==> config.mk <==
export PLATFORM = sky130hd
export DESIGN_NAME = hca_host
export DESIGN_NICKNAME = d
export VERILOG_FILES = /design/src/pkg/hca_pkg.sv /design/src/pkg/hca_dec_if.sv /design/src/design/hca_pin_dec.sv /design/src/design/hca_host.sv
export SDC_FILE = /design/constraint.sdc
export NUM_CORES = 1
export LEC_CHECK = 0
export ABC_AREA = 1
export BUFFER_PORTS_ARGS = -buffer_cell sky130_fd_sc_hd__buf_2
export CAP_MARGIN = 40
export CORE_MARGIN = 1.5
export CORE_UTILIZATION = 52
export DETAILED_ROUTE_END_ITERATION = 8
export PLACE_DENSITY = 0.88
export SLEW_MARGIN = 10
export SYNTH_ARGS = -nofsm -noshare
export SYNTH_HDL_FRONTEND = slang
export SYNTH_HIERARCHICAL = 1
export SYNTH_SLANG_ARGS = --single-unit
==> constraint.sdc <==
create_clock -name i_sys_clk -period 3.9 [get_ports i_sys_clk]
set_input_delay 0.78 -clock i_sys_clk [delete_from_list [all_inputs] [get_ports i_sys_clk]]
set_output_delay 0.78 -clock i_sys_clk [all_outputs]
set_load 0.01 [all_outputs]
==> src/pkg/hca_pkg.sv <==
// Purpose: Constants and types for the card host access controller.
// Assumes: 50 MHz system clock.
// Notes:   Times are kept in their own unit; cycle counts derive from them.
package hca_pkg;
    // ----------------------------------------
    // Clock and access timing
    // ----------------------------------------
    localparam int CLK_NS = 20;
    localparam int PIO_CYCLE_NS = 250;
    localparam int FAST_CYCLE_NS = 100;
    localparam int SETUP_NS = 30;
    // Strobe and recovery each take half a cycle, rounded up
    localparam int STB_CYC = (PIO_CYCLE_NS / 2 + CLK_NS - 1) / CLK_NS;
    localparam int FAST_STB_CYC = (FAST_CYCLE_NS / 2 + CLK_NS - 1) / CLK_NS;
    localparam int SETUP_CYC = (SETUP_NS + CLK_NS - 1) / CLK_NS;
    // ----------------------------------------
    // Card power sequencing
    // ----------------------------------------
    localparam int PWR_OFF_US = 100;
    localparam int PWR_ON_US = 1000;
    localparam int PWR_OFF_CYC = PWR_OFF_US * 1000 / CLK_NS;
    localparam int PWR_ON_CYC = PWR_ON_US * 1000 / CLK_NS;
    localparam int CNT_W = 20;
    // ----------------------------------------
    // Configuration index and address map
    // ----------------------------------------
    localparam logic [1:0] CFG_MEM = 2'h0;
    localparam logic [1:0] CFG_IO_ANY = 2'h1;
    localparam logic [1:0] CFG_IO_PRI = 2'h2;
    localparam logic [1:0] CFG_IO_SEC = 2'h3;
    localparam logic [10:0] PRI_TF_BASE = 11'h1f0;
    localparam logic [10:0] PRI_CTL_BASE = 11'h3f6;
    localparam logic [10:0] SEC_TF_BASE = 11'h170;
    localparam logic [10:0] SEC_CTL_BASE = 11'h376;
    localparam logic [3:0] IRQ_LEGACY = 4'he;
    localparam logic [3:0] IRQ_NONE = 4'h0;
    // ----------------------------------------
    // Types
    // ----------------------------------------
    typedef enum logic [1:0] {
        K_COMMON = 2'b00,
        K_TASK = 2'b01,
        K_DMA = 2'b10
    } hca_kind_t;
    typedef enum logic [1:0] {
        W_BYTE = 2'b00,
        W_WORD = 2'b01,
        W_ODD = 2'b10
    } hca_width_t;
    typedef enum logic [2:0] {
        S_NOCARD = 3'b000,
        S_PWROFF = 3'b001,
        S_PWRON = 3'b010,
        S_IDLE = 3'b011,
        S_DECODE = 3'b100,
        S_SETUP = 3'b101,
        S_STROBE = 3'b110,
        S_RECOV = 3'b111
    } hca_state_t;
endpackage

==> src/pkg/hca_dec_if.sv <==
// Purpose: Carries a latched request to the pin decoder and its pattern back.
// Assumes: Decoder is purely combinational.
// Notes:   None.
`timescale 1ns/1ps
`default_nettype none
interface hca_dec_if;
    import hca_pkg::*;
    logic ide;
    logic bit8;
    logic [1:0] cfg_idx;
    hca_kind_t kind;
    hca_width_t width;
    logic [3:0] offs;
    logic [10:0] mem_addr;
    logic [10:0] io_base;
    logic [10:0] addr;
    logic reg_n;
    logic ce1_n;
    logic ce2_n;
    logic io_strobe;
    logic lane_lo;
    logic lane_hi;
    logic bad;
    modport ctl (output ide, bit8, cfg_idx, kind, width, offs, mem_addr, io_base,
                 input addr, reg_n, ce1_n, ce2_n, io_strobe, lane_lo, lane_hi, bad);
    modport dec (input ide, bit8, cfg_idx, kind, width, offs, mem_addr, io_base,
                 output addr, reg_n, ce1_n, ce2_n, io_strobe, lane_lo, lane_hi, bad);
endinterface
`default_nettype wire

==> src/design/hca_pin_dec.sv <==
// Purpose: Turns a request into card pin levels for PC Card or True IDE mode.
// Assumes: Task file offsets 0-F as in the contiguous map.
// Notes:   In True IDE the chip selects share the chip enable pins and DMACK
//          shares the attribute select pin.
`timescale 1ns/1ps
`default_nettype none
module hca_pin_dec (
    hca_dec_if.dec dif
);
    import hca_pkg::*;

    // ----------------------------------------
    // Address
    // ----------------------------------------
    wire is_task = (dif.kind == K_TASK);
    wire is_dma = (dif.kind == K_DMA);
    wire hi_blk = dif.offs[3];
    wire ctl_reg = hi_blk && (dif.offs[2:1] == 2'b11);
    wire [10:0] off_ext = {7'h00, dif.offs};
    wire [10:0] off_low = {8'h00, dif.offs[2:0]};
    wire [10:0] off_ctl = {10'h000, dif.offs[0]};
    wire [10:0] pri_addr = ctl_reg ? PRI_CTL_BASE + off_ctl : PRI_TF_BASE + off_low;
    wire [10:0] sec_addr = ctl_reg ? SEC_CTL_BASE + off_ctl : SEC_TF_BASE + off_low;
    wire [10:0] tf_addr =
        (dif.cfg_idx == CFG_MEM) ? off_ext :
        (dif.cfg_idx == CFG_IO_ANY) ? (dif.io_base | off_ext) :
        (dif.cfg_idx == CFG_IO_PRI) ? pri_addr : sec_addr;
    // Control block E/F lands on A2-A0 = 6/7 with CS1 low
    assign dif.addr = dif.ide ? off_low : (is_task ? tf_addr : dif.mem_addr);

    // ----------------------------------------
    // Chip enables and space
    // ----------------------------------------
    wire pc_ce1_n = (dif.width == W_ODD);
    wire pc_ce2_n = (dif.width == W_BYTE);
    wire ide_cs0_n = is_dma || hi_blk;
    wire ide_cs1_n = is_dma || !hi_blk;
    assign dif.ce1_n = dif.ide ? ide_cs0_n : pc_ce1_n;
    assign dif.ce2_n = dif.ide ? ide_cs1_n : pc_ce2_n;
    wire pc_io = is_task && (dif.cfg_idx != CFG_MEM);
    assign dif.reg_n = dif.ide ? !is_dma : !pc_io;
    assign dif.io_strobe = dif.ide || pc_io;

    // ----------------------------------------
    // Data lanes
    // ----------------------------------------
    wire ide_word = (is_dma || (is_task && dif.offs == 4'h0)) && !dif.bit8;
    assign dif.lane_lo = dif.ide || (dif.width != W_ODD);
    assign dif.lane_hi = dif.ide ? ide_word : (dif.width != W_BYTE);

    // ----------------------------------------
    // Refused requests
    // ----------------------------------------
    wire ide_bad = (dif.kind == K_COMMON) || (is_task && hi_blk && !ctl_reg);
    wire fixed_map = dif.cfg_idx[1];
    wire pc_bad = is_dma || (is_task && fixed_map && hi_blk && !ctl_reg);
    assign dif.bad = dif.ide ? ide_bad : pc_bad;
endmodule
`default_nettype wire

==> src/design/hca_host.sv <==
// Purpose: Host controller driving a flash card through its parallel pins.
// Assumes: Card pins are asynchronous; no card clock, no IORDY handshake.
// Notes:   Behaviour
// Behaviour
// - OE low through power-up selects True IDE
// - DMA read: both selects high, DMACK low
// - Faster than 250 ns needs every card
// - Advanced modes: 100 ns, PIO5-6, MDMA3-4
// - No advanced mode shared or long cable
// - No Ultra DMA beside non-UDMA card
// - Use fastest mode common to both
// - Config index selects register address map
// - Fixed maps use IRQ 14 or free
`timescale 1ns/1ps
`default_nettype none
module hca_host #(
    parameter int PWR_OFF_CYCLES = hca_pkg::PWR_OFF_CYC,
    parameter int PWR_ON_CYCLES = hca_pkg::PWR_ON_CYC
) (
    input wire logic i_sys_clk,
    input wire logic i_rst_n,
    // User side
    input wire logic i_req,
    input wire logic i_wr,
    input wire hca_pkg::hca_kind_t i_kind,
    input wire hca_pkg::hca_width_t i_width,
    input wire logic [3:0] i_offs,
    input wire logic [10:0] i_mem_addr,
    input wire logic [15:0] i_wdata,
    input wire logic [1:0] i_cfg_idx,
    input wire logic [10:0] i_io_base,
    input wire logic i_want_ide,
    input wire logic i_ide_8bit,
    input wire logic i_fast_req,
    input wire logic i_udma_req,
    input wire logic i_two_cards,
    input wire logic i_long_cable,
    input wire logic i_peer_fast_ok,
    input wire logic i_peer_udma_ok,
    output logic o_busy,
    output logic o_done,
    output logic o_err,
    output logic [15:0] o_rdata,
    output logic o_ide_mode,
    output logic o_fast_mode,
    output logic o_udma_ok,
    output logic [3:0] o_irq_sel,
    // Card pins
    input wire logic i_card_det_n,
    input wire logic [15:0] i_dat,
    output logic o_card_pwr,
    output logic [10:0] o_addr,
    output logic o_reg_n,
    output logic o_ce1_n,
    output logic o_ce2_n,
    output logic o_oe_n,
    output logic o_we_n,
    output logic o_iord_n,
    output logic o_iowr_n,
    output logic [15:0] o_dat,
    output logic [15:0] o_dat_oe_n
);
    import hca_pkg::*;

    hca_dec_if dif ();
    hca_pin_dec u_dec (
        .dif(dif)
    );

    // ----------------------------------------
    // Pin synchronisers
    // ----------------------------------------
    logic [15:0] dat_s1_ff;
    logic [15:0] dat_s2_ff;
    logic cd_s1_ff;
    logic cd_s2_ff;
    always_ff @(posedge i_sys_clk)
    begin
        dat_s1_ff <= i_dat;
        dat_s2_ff <= dat_s1_ff;
        cd_s1_ff <= i_card_det_n;
        cd_s2_ff <= cd_s1_ff;
    end

    // ----------------------------------------
    // Mode selection
    // ----------------------------------------
    // Advanced timing only for one directly attached card
    wire fast_ok = i_fast_req && i_peer_fast_ok && !i_two_cards && !i_long_cable;
    wire udma_ok = i_udma_req && (!i_two_cards || i_peer_udma_ok);
    wire fixed_io = i_cfg_idx[1];
    wire [3:0] nxt_irq = fixed_io ? IRQ_LEGACY : IRQ_NONE;
    wire [CNT_W-1:0] stb_len = fast_ok ? CNT_W'(FAST_STB_CYC) : CNT_W'(STB_CYC);

    // ----------------------------------------
    // Request latch
    // ----------------------------------------
    hca_state_t state_ff;
    logic [CNT_W-1:0] cnt_ff;
    logic [CNT_W-1:0] stb_ff;
    logic ide_ff;
    logic boot_ff;
    logic wr_ff;
    logic [15:0] wdata_ff;
    hca_kind_t kind_ff;
    hca_width_t width_ff;
    logic [3:0] offs_ff;
    logic [10:0] maddr_ff;
    wire take = (state_ff == S_IDLE) && i_req;
    always_ff @(posedge i_sys_clk)
    begin
        if (take)
        begin
            wr_ff <= i_wr;
            wdata_ff <= i_wdata;
            kind_ff <= i_kind;
            width_ff <= i_width;
            offs_ff <= i_offs;
            maddr_ff <= i_mem_addr;
            stb_ff <= stb_len;
        end
    end
    assign dif.ide = ide_ff;
    assign dif.bit8 = i_ide_8bit;
    assign dif.cfg_idx = i_cfg_idx;
    assign dif.kind = kind_ff;
    assign dif.width = width_ff;
    assign dif.offs = offs_ff;
    assign dif.mem_addr = maddr_ff;
    assign dif.io_base = i_io_base;

    // ----------------------------------------
    // Sequencer
    // ----------------------------------------
    wire cnt_end = (cnt_ff == '0);
    wire card_gone = cd_s2_ff;
    wire [CNT_W-1:0] cnt_dec = cnt_ff - CNT_W'(1);
    hca_state_t nxt_state;
    logic [CNT_W-1:0] nxt_cnt;
    always_comb
    begin
        nxt_state = state_ff;
        nxt_cnt = cnt_end ? cnt_ff : cnt_dec;
        case (state_ff)
            S_NOCARD:
                if (!card_gone)
                begin
                    nxt_state = S_PWROFF;
                    nxt_cnt = CNT_W'(PWR_OFF_CYCLES);
                end
            S_PWROFF:
                if (cnt_end)
                begin
                    nxt_state = S_PWRON;
                    nxt_cnt = CNT_W'(PWR_ON_CYCLES);
                end
            S_PWRON:
                if (cnt_end)
                    nxt_state = S_IDLE;
            S_IDLE:
                if (i_req)
                    nxt_state = S_DECODE;
            S_DECODE:
            begin
                nxt_state = dif.bad ? S_IDLE : S_SETUP;
                nxt_cnt = CNT_W'(SETUP_CYC - 1);
            end
            S_SETUP:
                if (cnt_end)
                begin
                    nxt_state = S_STROBE;
                    nxt_cnt = stb_ff - CNT_W'(1);
                end
            S_STROBE:
                if (cnt_end)
                begin
                    nxt_state = S_RECOV;
                    nxt_cnt = stb_ff - CNT_W'(1);
                end
            S_RECOV:
                if (cnt_end)
                    nxt_state = S_IDLE;
            default:
                nxt_state = S_NOCARD;
        endcase
        if (card_gone)
            nxt_state = S_NOCARD;
    end

    // ----------------------------------------
    // Next pin levels
    // ----------------------------------------
    // Low already on the edge that raises card power, so the card sees it
    wire powering = (nxt_state == S_PWRON);
    wire in_cycle = (nxt_state == S_SETUP) || (nxt_state == S_STROBE) || (nxt_state == S_RECOV);
    wire strobe_on = (nxt_state == S_STROBE);
    wire drive = in_cycle && wr_ff && (nxt_state != S_RECOV);
    wire ide_sel = boot_ff && i_want_ide;
    wire nxt_ide = (state_ff == S_PWRON) ? ide_sel : ide_ff;
    wire [15:0] lane_mask = {{8{dif.lane_hi}}, {8{dif.lane_lo}}};
    // Card stays in True IDE only while OE is held at ground
    wire nxt_oe_n = (powering && ide_sel) || ide_ff ? 1'b0 :
                    !(strobe_on && !wr_ff && !dif.io_strobe);
    wire nxt_we_n = !(strobe_on && wr_ff && !dif.io_strobe);
    wire nxt_iord_n = !(strobe_on && !wr_ff && dif.io_strobe);
    wire nxt_iowr_n = !(strobe_on && wr_ff && dif.io_strobe);
    logic [15:0] nxt_dat_oe_n;
    genvar gi;
    generate
        for (gi = 0; gi < 16; gi++)
        begin : g_lane
            assign nxt_dat_oe_n[gi] = !(drive && lane_mask[gi]);
        end
    endgenerate
    wire end_ok = (state_ff == S_RECOV) && cnt_end && !card_gone;
    wire end_bad = (state_ff == S_DECODE) && dif.bad;
    wire sample = (state_ff == S_STROBE) && cnt_end && !wr_ff;

    // ----------------------------------------
    // State and pin registers
    // ----------------------------------------
    always_ff @(posedge i_sys_clk)
    begin
        if (!i_rst_n)
        begin
            state_ff <= S_NOCARD;
            cnt_ff <= '0;
            ide_ff <= 1'b0;
            boot_ff <= 1'b1;
        end
        else
        begin
            state_ff <= nxt_state;
            cnt_ff <= nxt_cnt;
            ide_ff <= card_gone ? 1'b0 : nxt_ide;
            // Only the first power-up after host reset may pick True IDE
            if (state_ff == S_PWRON && cnt_end)
                boot_ff <= 1'b0;
        end
    end

    always_ff @(posedge i_sys_clk)
    begin
        if (!i_rst_n)
        begin
            o_card_pwr <= 1'b0;
            o_addr <= '0;
            o_reg_n <= 1'b1;
            o_ce1_n <= 1'b1;
            o_ce2_n <= 1'b1;
            o_oe_n <= 1'b1;
            o_we_n <= 1'b1;
            o_iord_n <= 1'b1;
            o_iowr_n <= 1'b1;
            o_dat <= '0;
            o_dat_oe_n <= '1;
        end
        else
        begin
            o_card_pwr <= (nxt_state == S_PWRON) || (nxt_state >= S_IDLE);
            o_addr <= in_cycle ? dif.addr : o_addr;
            o_reg_n <= in_cycle ? dif.reg_n : 1'b1;
            o_ce1_n <= in_cycle ? dif.ce1_n : 1'b1;
            o_ce2_n <= in_cycle ? dif.ce2_n : 1'b1;
            o_oe_n <= nxt_oe_n;
            o_we_n <= nxt_we_n;
            o_iord_n <= nxt_iord_n;
            o_iowr_n <= nxt_iowr_n;
            o_dat <= wdata_ff;
            o_dat_oe_n <= nxt_dat_oe_n;
        end
    end

    // ----------------------------------------
    // User status
    // ----------------------------------------
    always_ff @(posedge i_sys_clk)
    begin
        if (!i_rst_n)
        begin
            o_busy <= 1'b1;
            o_done <= 1'b0;
            o_err <= 1'b0;
            o_rdata <= '0;
            o_ide_mode <= 1'b0;
            o_fast_mode <= 1'b0;
            o_udma_ok <= 1'b0;
            o_irq_sel <= IRQ_NONE;
        end
        else
        begin
            o_busy <= (nxt_state != S_IDLE);
            o_done <= end_ok || end_bad;
            o_err <= end_bad;
            if (sample)
                o_rdata <= dat_s2_ff & lane_mask;
            o_ide_mode <= ide_ff;
            o_fast_mode <= fast_ok;
            o_udma_ok <= udma_ok;
            o_irq_sel <= nxt_irq;
        end
    end
endmodule
`default_nettype wire

; Yosys cells after proc, flatten, opt, wreduce, memory -nomap -nowiden
; Cells that the tools add are included.
[totals]
register_bits = 185
out_inout_bits = 77
elab_cells = 165
[op_classes]
add_sub_neg = 6
n_lt_le_gt_ge = 1
n_eq_ne = 20
muxes = 28
bitwise_logic = 3
n_reduce_logical = 73
[ops]
columns = cell, n
row1 = $mux 20, 4
row2 = $pmux 20 s4, 1
row3 = $mux 11, 7
row4 = $sub 20x1->20 const B, 2
row5 = $logic_and 1x1->1, 32
row6 = $mux 3, 8
row7 = $add 10x1->11 const A, 2
row8 = $eq 3x3->1 const B, 7
row9 = $pmux 3 s7, 1
row10 = $add 9x3->10 const A, 2
row11 = $logic_not 20->1, 1
row12 = $and 16x16->16, 1
row13 = $logic_not 1->1, 16
row14 = $logic_or 1x1->1, 13
row15 = $or 11x4->11, 1
row16 = $eq 3x2->1 const B, 3
row17 = $eq 2x2->1 const B, 4
row18 = $logic_not 2->1, 3
row19 = $mux 1, 6
row20 = $reduce_or 2->1, 3
row21 = $eq 2x1->1 const B, 2
row22 = $logic_not 4->1, 1
row23 = $mux 4, 1
row24 = $reduce_bool 2->1, 2
row25 = 8 further kinds, 8

; Depth between registers and ports, before layout
[logic_depth]
ltp_word = 16
mapped_depth = 15
ltp_nobuf = 13

; Cells and area by module
; Netlist, hierarchy kept.
[by_module_without_submodules]
columns = module, n_inst, cells_each, area_each_um2, seq_area_each_um2
row1 = hca_host, 1, 569, 5530.3, 3493.4
row2 = hca_pin_dec, 1, 81, 360.3, 0.0

; Least setup slack after synthesis
; No wires, ideal clock.
[synth_path]
kind = in2reg
from = input port i_req
to = register o_oe_n
setup_ps = 109
t_arrival_ps = 3181
required_ps = 3791
setup_slack_ps = 610
path_stages = 10
n_path_buf = 1
cell_sequence = inv_1 -> nor2_1 -> nor3_1 -> nand2_1 -> nand2_2 -> inv_2 -> buf_2 -> nand4_1 -> nand2_1 -> inv_1
[synth_via]
elab_chain_cells = 8
[synth_rtl]
columns = item, line_no
row1 = from (decl), hca_host.sv:23  ; input wire logic i_req,
row2 = $mux 3 (*), hca_host.sv:161  ; if (i_req)
row3 = $pmux 3 s7 (*), hca_host.sv:144  ; case (state_ff)
row4 = $mux 3 (*), hca_host.sv:186  ; if (card_gone)
row5 = $eq 3x3->1, hca_host.sv:196  ; wire strobe_on = (nxt_state == S_STROBE);
row6 = $logic_and 1x1->1 (2 in a row), hca_host.sv:203  ; !(strobe_on && !wr_ff && !dif.io_strobe);
row7 = $logic_not 1->1, hca_host.sv:203
row8 = $mux 1 (*), hca_host.sv:202  ; wire nxt_oe_n = (powering && ide_sel) || ide_ff ? 1'b0 :
row9 = to (signal assigned), hca_host.sv:265  ; o_oe_n <= nxt_oe_n;
row10 = to (decl), hca_host.sv:56  ; output logic o_oe_n,
; Mark *: on every way between the ends. The rest lies on a longest branch, timed or not.
; A chain may end at the register's enable or synchronous reset.

; Final worst setup path
[layout_path]
from = register cnt_ff[0]
to = register o_dat_oe_n[8]
[layout_via]
elab_chain_cells = 11
[layout_rtl]
columns = item, line_no
row1 = from (decl), hca_host.sv:99  ; logic [CNT_W-1:0] cnt_ff;
row2 = from (signal assigned), hca_host.sv:234  ; cnt_ff <= nxt_cnt;
row3 = $logic_not 20->1 (*), hca_host.sv:135  ; wire cnt_end = (cnt_ff == '0);
row4 = $mux 3 (on tied branches), n/a
row5 = $pmux 3 s7 (*), hca_host.sv:144
row6 = $mux 3 (*), hca_host.sv:186
row7 = $eq 3x3->1, hca_host.sv:195  ; wire in_cycle = (nxt_state == S_SETUP) || (nxt_state == S_STROBE) || (nxt_state == S_RECOV);
row8 = $logic_or 1x1->1 (2 in a row), hca_host.sv:195
row9 = $logic_and 1x1->1, hca_host.sv:197  ; wire drive = in_cycle && wr_ff && (nxt_state != S_RECOV);
row10 = $logic_and 1x1->1 (*), hca_host.sv:197
row11 = $logic_and 1x1->1 (*), hca_host.sv:212  ; assign nxt_dat_oe_n[gi] = !(drive && lane_mask[gi]);
row12 = $logic_not 1->1 (*), hca_host.sv:212
row13 = to (signal assigned), hca_host.sv:270  ; o_dat_oe_n <= nxt_dat_oe_n;
row14 = to (decl), hca_host.sv:61  ; output logic [15:0] o_dat_oe_n
; Marked as above.

==> impl_metrics.env <==
export IMPL_rr_startpoint="cnt_ff[0]"
export IMPL_synth_edff_count=37
export IMPL_slew_headroom=0.625
export IMPL_grt_util_all_layers=0.225
export IMPL_switchingPower_w=0.00109
export IMPL_tightestPinTransition_ps=563
export IMPL_period_needed_ps=2390
export IMPL_critical_path_max_fanout=23
export IMPL_path_class="flip-flop to flip-flop"
export IMPL_critPathLaunchType="flip-flop"
export IMPL_grt_pass1_vias=4463
export IMPL_cts_clk_slew_worst_paths_ps=60
export IMPL_pwr_density_cell_mw_per_mm2=549
export IMPL_dpl_hpwl_um=8790
export IMPL_switching_share=0.274
export IMPL_grt_setup_unrepaired="false"
export IMPL_die_w_um=109
export IMPL_fill_cells=868
export IMPL_synthAdderAreaFrac=0.00425
export IMPL_drc=0
export IMPL_cts_htree_levels=4
export IMPL_synthMuxAreaShare=0
export IMPL_synthXorXnorAreaFrac=0.0193
export IMPL_cts_max_path_buffers=2
export IMPL_io_buffers=152
export IMPL_tns_ps=0
export IMPL_vias_per_cell=5.01
export IMPL_cts_root_buffer="clkbuf_16"
export IMPL_hold_violations=0
export IMPL_cts_tree="done"
export IMPL_hold_start="dat_s1_ff[9]"
export IMPL_synth_compound_area_frac=0.0712
export IMPL_p_leak_nw=3.36
export IMPL_hold_class="flip-flop to flip-flop"
export IMPL_maxSlewViolCount=0
export IMPL_hold_buffers=0
export IMPL_post_route_period_util=0.613
export IMPL_comb_power_share=0.141
export IMPL_power_internal_w=0.00288
export IMPL_syn_to_final_growth_pct=22.6
export IMPL_async_flop_share=0
export IMPL_holdWs_ps=327
export IMPL_nets=867
export IMPL_synth_top_family_by_area="simple AND/OR/NAND/NOR gates"
export IMPL_antenna_found_initial=1
export IMPL_ios=154
export IMPL_syn_num_nets=729
export IMPL_synth_cell_types=42
export IMPL_pwr_share_clk=0.411
export IMPL_arrival_ps=2670
export IMPL_gp_congestion=0.921
export IMPL_core_area_mm2=0.0109
export IMPL_cp_startpoint="cnt_ff[0]"
export IMPL_cts_setup_buffers=0
export IMPL_max_freq_mhz=418
export IMPL_required_ps=4180
export IMPL_synthCells=650
export IMPL_drt_iter0_drc=310
export IMPL_drive_gt1_frac=0.268
export IMPL_synth_seq_cells=156
export IMPL_grt_start_max_net_pins=45
export IMPL_setup_ws_ps=1510
export IMPL_dieArea_mm2=0.0120
export IMPL_rows=38
export IMPL_grt_pass1_wl_um=20700
export IMPL_synth_avg_cell_area_um2=9.06
export IMPL_drt_wirelength_per_cell_um=13.5
export IMPL_finClkSkew_ps=12.0
export IMPL_ys_seq_area_frac=0.593
export IMPL_syn_cell_area_mm2=0.00589
export IMPL_yosys_area_share_simple=0.228
export IMPL_die_h_um=109
export IMPL_ir_worst_vdd_uv=325
export IMPL_start_util=0.539
export IMPL_overflow=0
export IMPL_first_pass_iters=5
export IMPL_wl_um=12700
export IMPL_power_total_w=0.00397
export IMPL_dp_slack_ps=1420
export IMPL_synthFlopType="dfxtp_1"
export IMPL_end_kind="flip-flop"
export IMPL_cts_resized=0
export IMPL_drtAntennaViolNets=0
export IMPL_clock_sinks=156
export IMPL_cts_buffers=17
export IMPL_synth_warnings=6
export IMPL_vias=4716
export IMPL_setup_viol=0
export IMPL_drv_cap=0
export IMPL_seqPwrFrac=0.448
export IMPL_clkLatencyLatePin_ps=420
export IMPL_status="finished clean"
[flip-flops by register name, indices dropped and copies added, names as in the netlist, 3 cells and up]
signal	cells
dat_s1_ff	16
state_ff	3
o_addr	11
dif.offs	4
dif.mem_addr	11
wdata_ff	16
dat_s2_ff	16
cnt_ff	20
o_rdata	16
o_dat	16
[synthesized netlist by cell type (2+ instances only)]
master / instances / area share
o21ai_0: 19 / 0.016
o21ai_1: 5 / 0.0042
nand2_2: 5 / 0.0053
nor2_2: 5 / 0.0053
xnor2_1: 6 / 0.0089
buf_6: 3 / 0.0057
xor2_1: 7 / 0.010
o31ai_1: 2 / 0.0025
clkbuf_1: 7 / 0.0045
nor2_1: 81 / 0.052
nor2_4: 2 / 0.0038
nor3_1: 6 / 0.0051
nand3_4: 3 / 0.0089
ha_1: 2 / 0.0042
nand3_1: 37 / 0.031
nand2_4: 3 / 0.0057
edfxtp_1: 37 / 0.19
nand4_1: 5 / 0.0053
a21boi_0: 2 / 0.0025
inv_2: 8 / 0.0051
nand2_1: 131 / 0.083
a21oi_1: 46 / 0.039
dfxtp_1: 119 / 0.40
buf_4: 17 / 0.022
nand3b_1: 12 / 0.015
inv_1: 58 / 0.037
buf_2: 7 / 0.0059
[placed cells by master, fill, tap and decap left out, types with 12 or more instances in the layout]
cell type  synthesis  final
nand3_1           37     37
a21oi_1           46     46
edfxtp_1          37     37
nor2_1            81     80
nand3b_1          12     12
inv_1             58     58
buf_2              7    152
o21ai_0           19     19
nand2_1          131    131
dfxtp_1          119    119
clkbuf_16          0     18
[cells by family after synthesis]
| kind of cell | count (synthesis) |
|---|---|
| compound gates | 79 |
| simple gates | 296 |
| flops | 156 |
| xor+xnor | 13 |
| other cells | 1 |
| fa+ha+maj | 2 |
| buf+inv | 103 |
[final timing paths]
check,endpoint,slack [ps],cells after the start
min reg2reg,dat_s2_ff[9],330,0
max reg2reg,o_dat_oe_n[8],1510,13
max,o_dat_oe_n[8],1510,13
min,dat_s2_ff[9],330,0
[layout make-up]
class	count	area, um2	share of cell area
diodes	1	2.50	0.000346
clock buffers	19	454	0.0629
clock inverters	13	144	0.0199
inverters	67	253	0.0350
multi-input cells	391	1910	0.265
flip-flops and latches	156	3490	0.484
well taps	140	175	0.0242
repair buffers	155	791	0.109
[power by group through the flow]
stage	sequential, W	combinational [W]	clock [W]
after floorplan	0.00180	0.000427	0
after global placement	0.00181	0.000527	0
after detailed placement	0.00181	0.000545	0
after CTS	0.00177	0.000555	0.00165
after global routing	0.00178	0.000635	0.00173
final	0.00177	0.000560	0.00163
[critical path: stages (launching register included)]
cell     delay (ps)
dfxtp_1         300
inv_1           100
ha_1            230
nand2_2         130
nor2_4          230
nand3_4         250
nand2_4         150
nand2_1          70
nand2_2          90
nand2_4          80
nand2_4         210
nand2_1         130
nor2_2          190
nand3_1         100
[stage by stage]
step           cell area [um2]  std cells   util
3_5_place_dp              6620        909  0.606
3_3_place_gp              6610        908  0.604
2_1_floorplan             5890        650      -
5_1_grt                   7220        942  0.661
4_1_cts                   7220        941  0.660
6_report                  7220        942  0.661
[routing by layer]
metal	wire, um	track usage
met4	371	0.112
met3	857	0.0486
met1	5080	0.270
met5	0	0
met2	6440	0.382
Power figures use the tool's default switching activity.
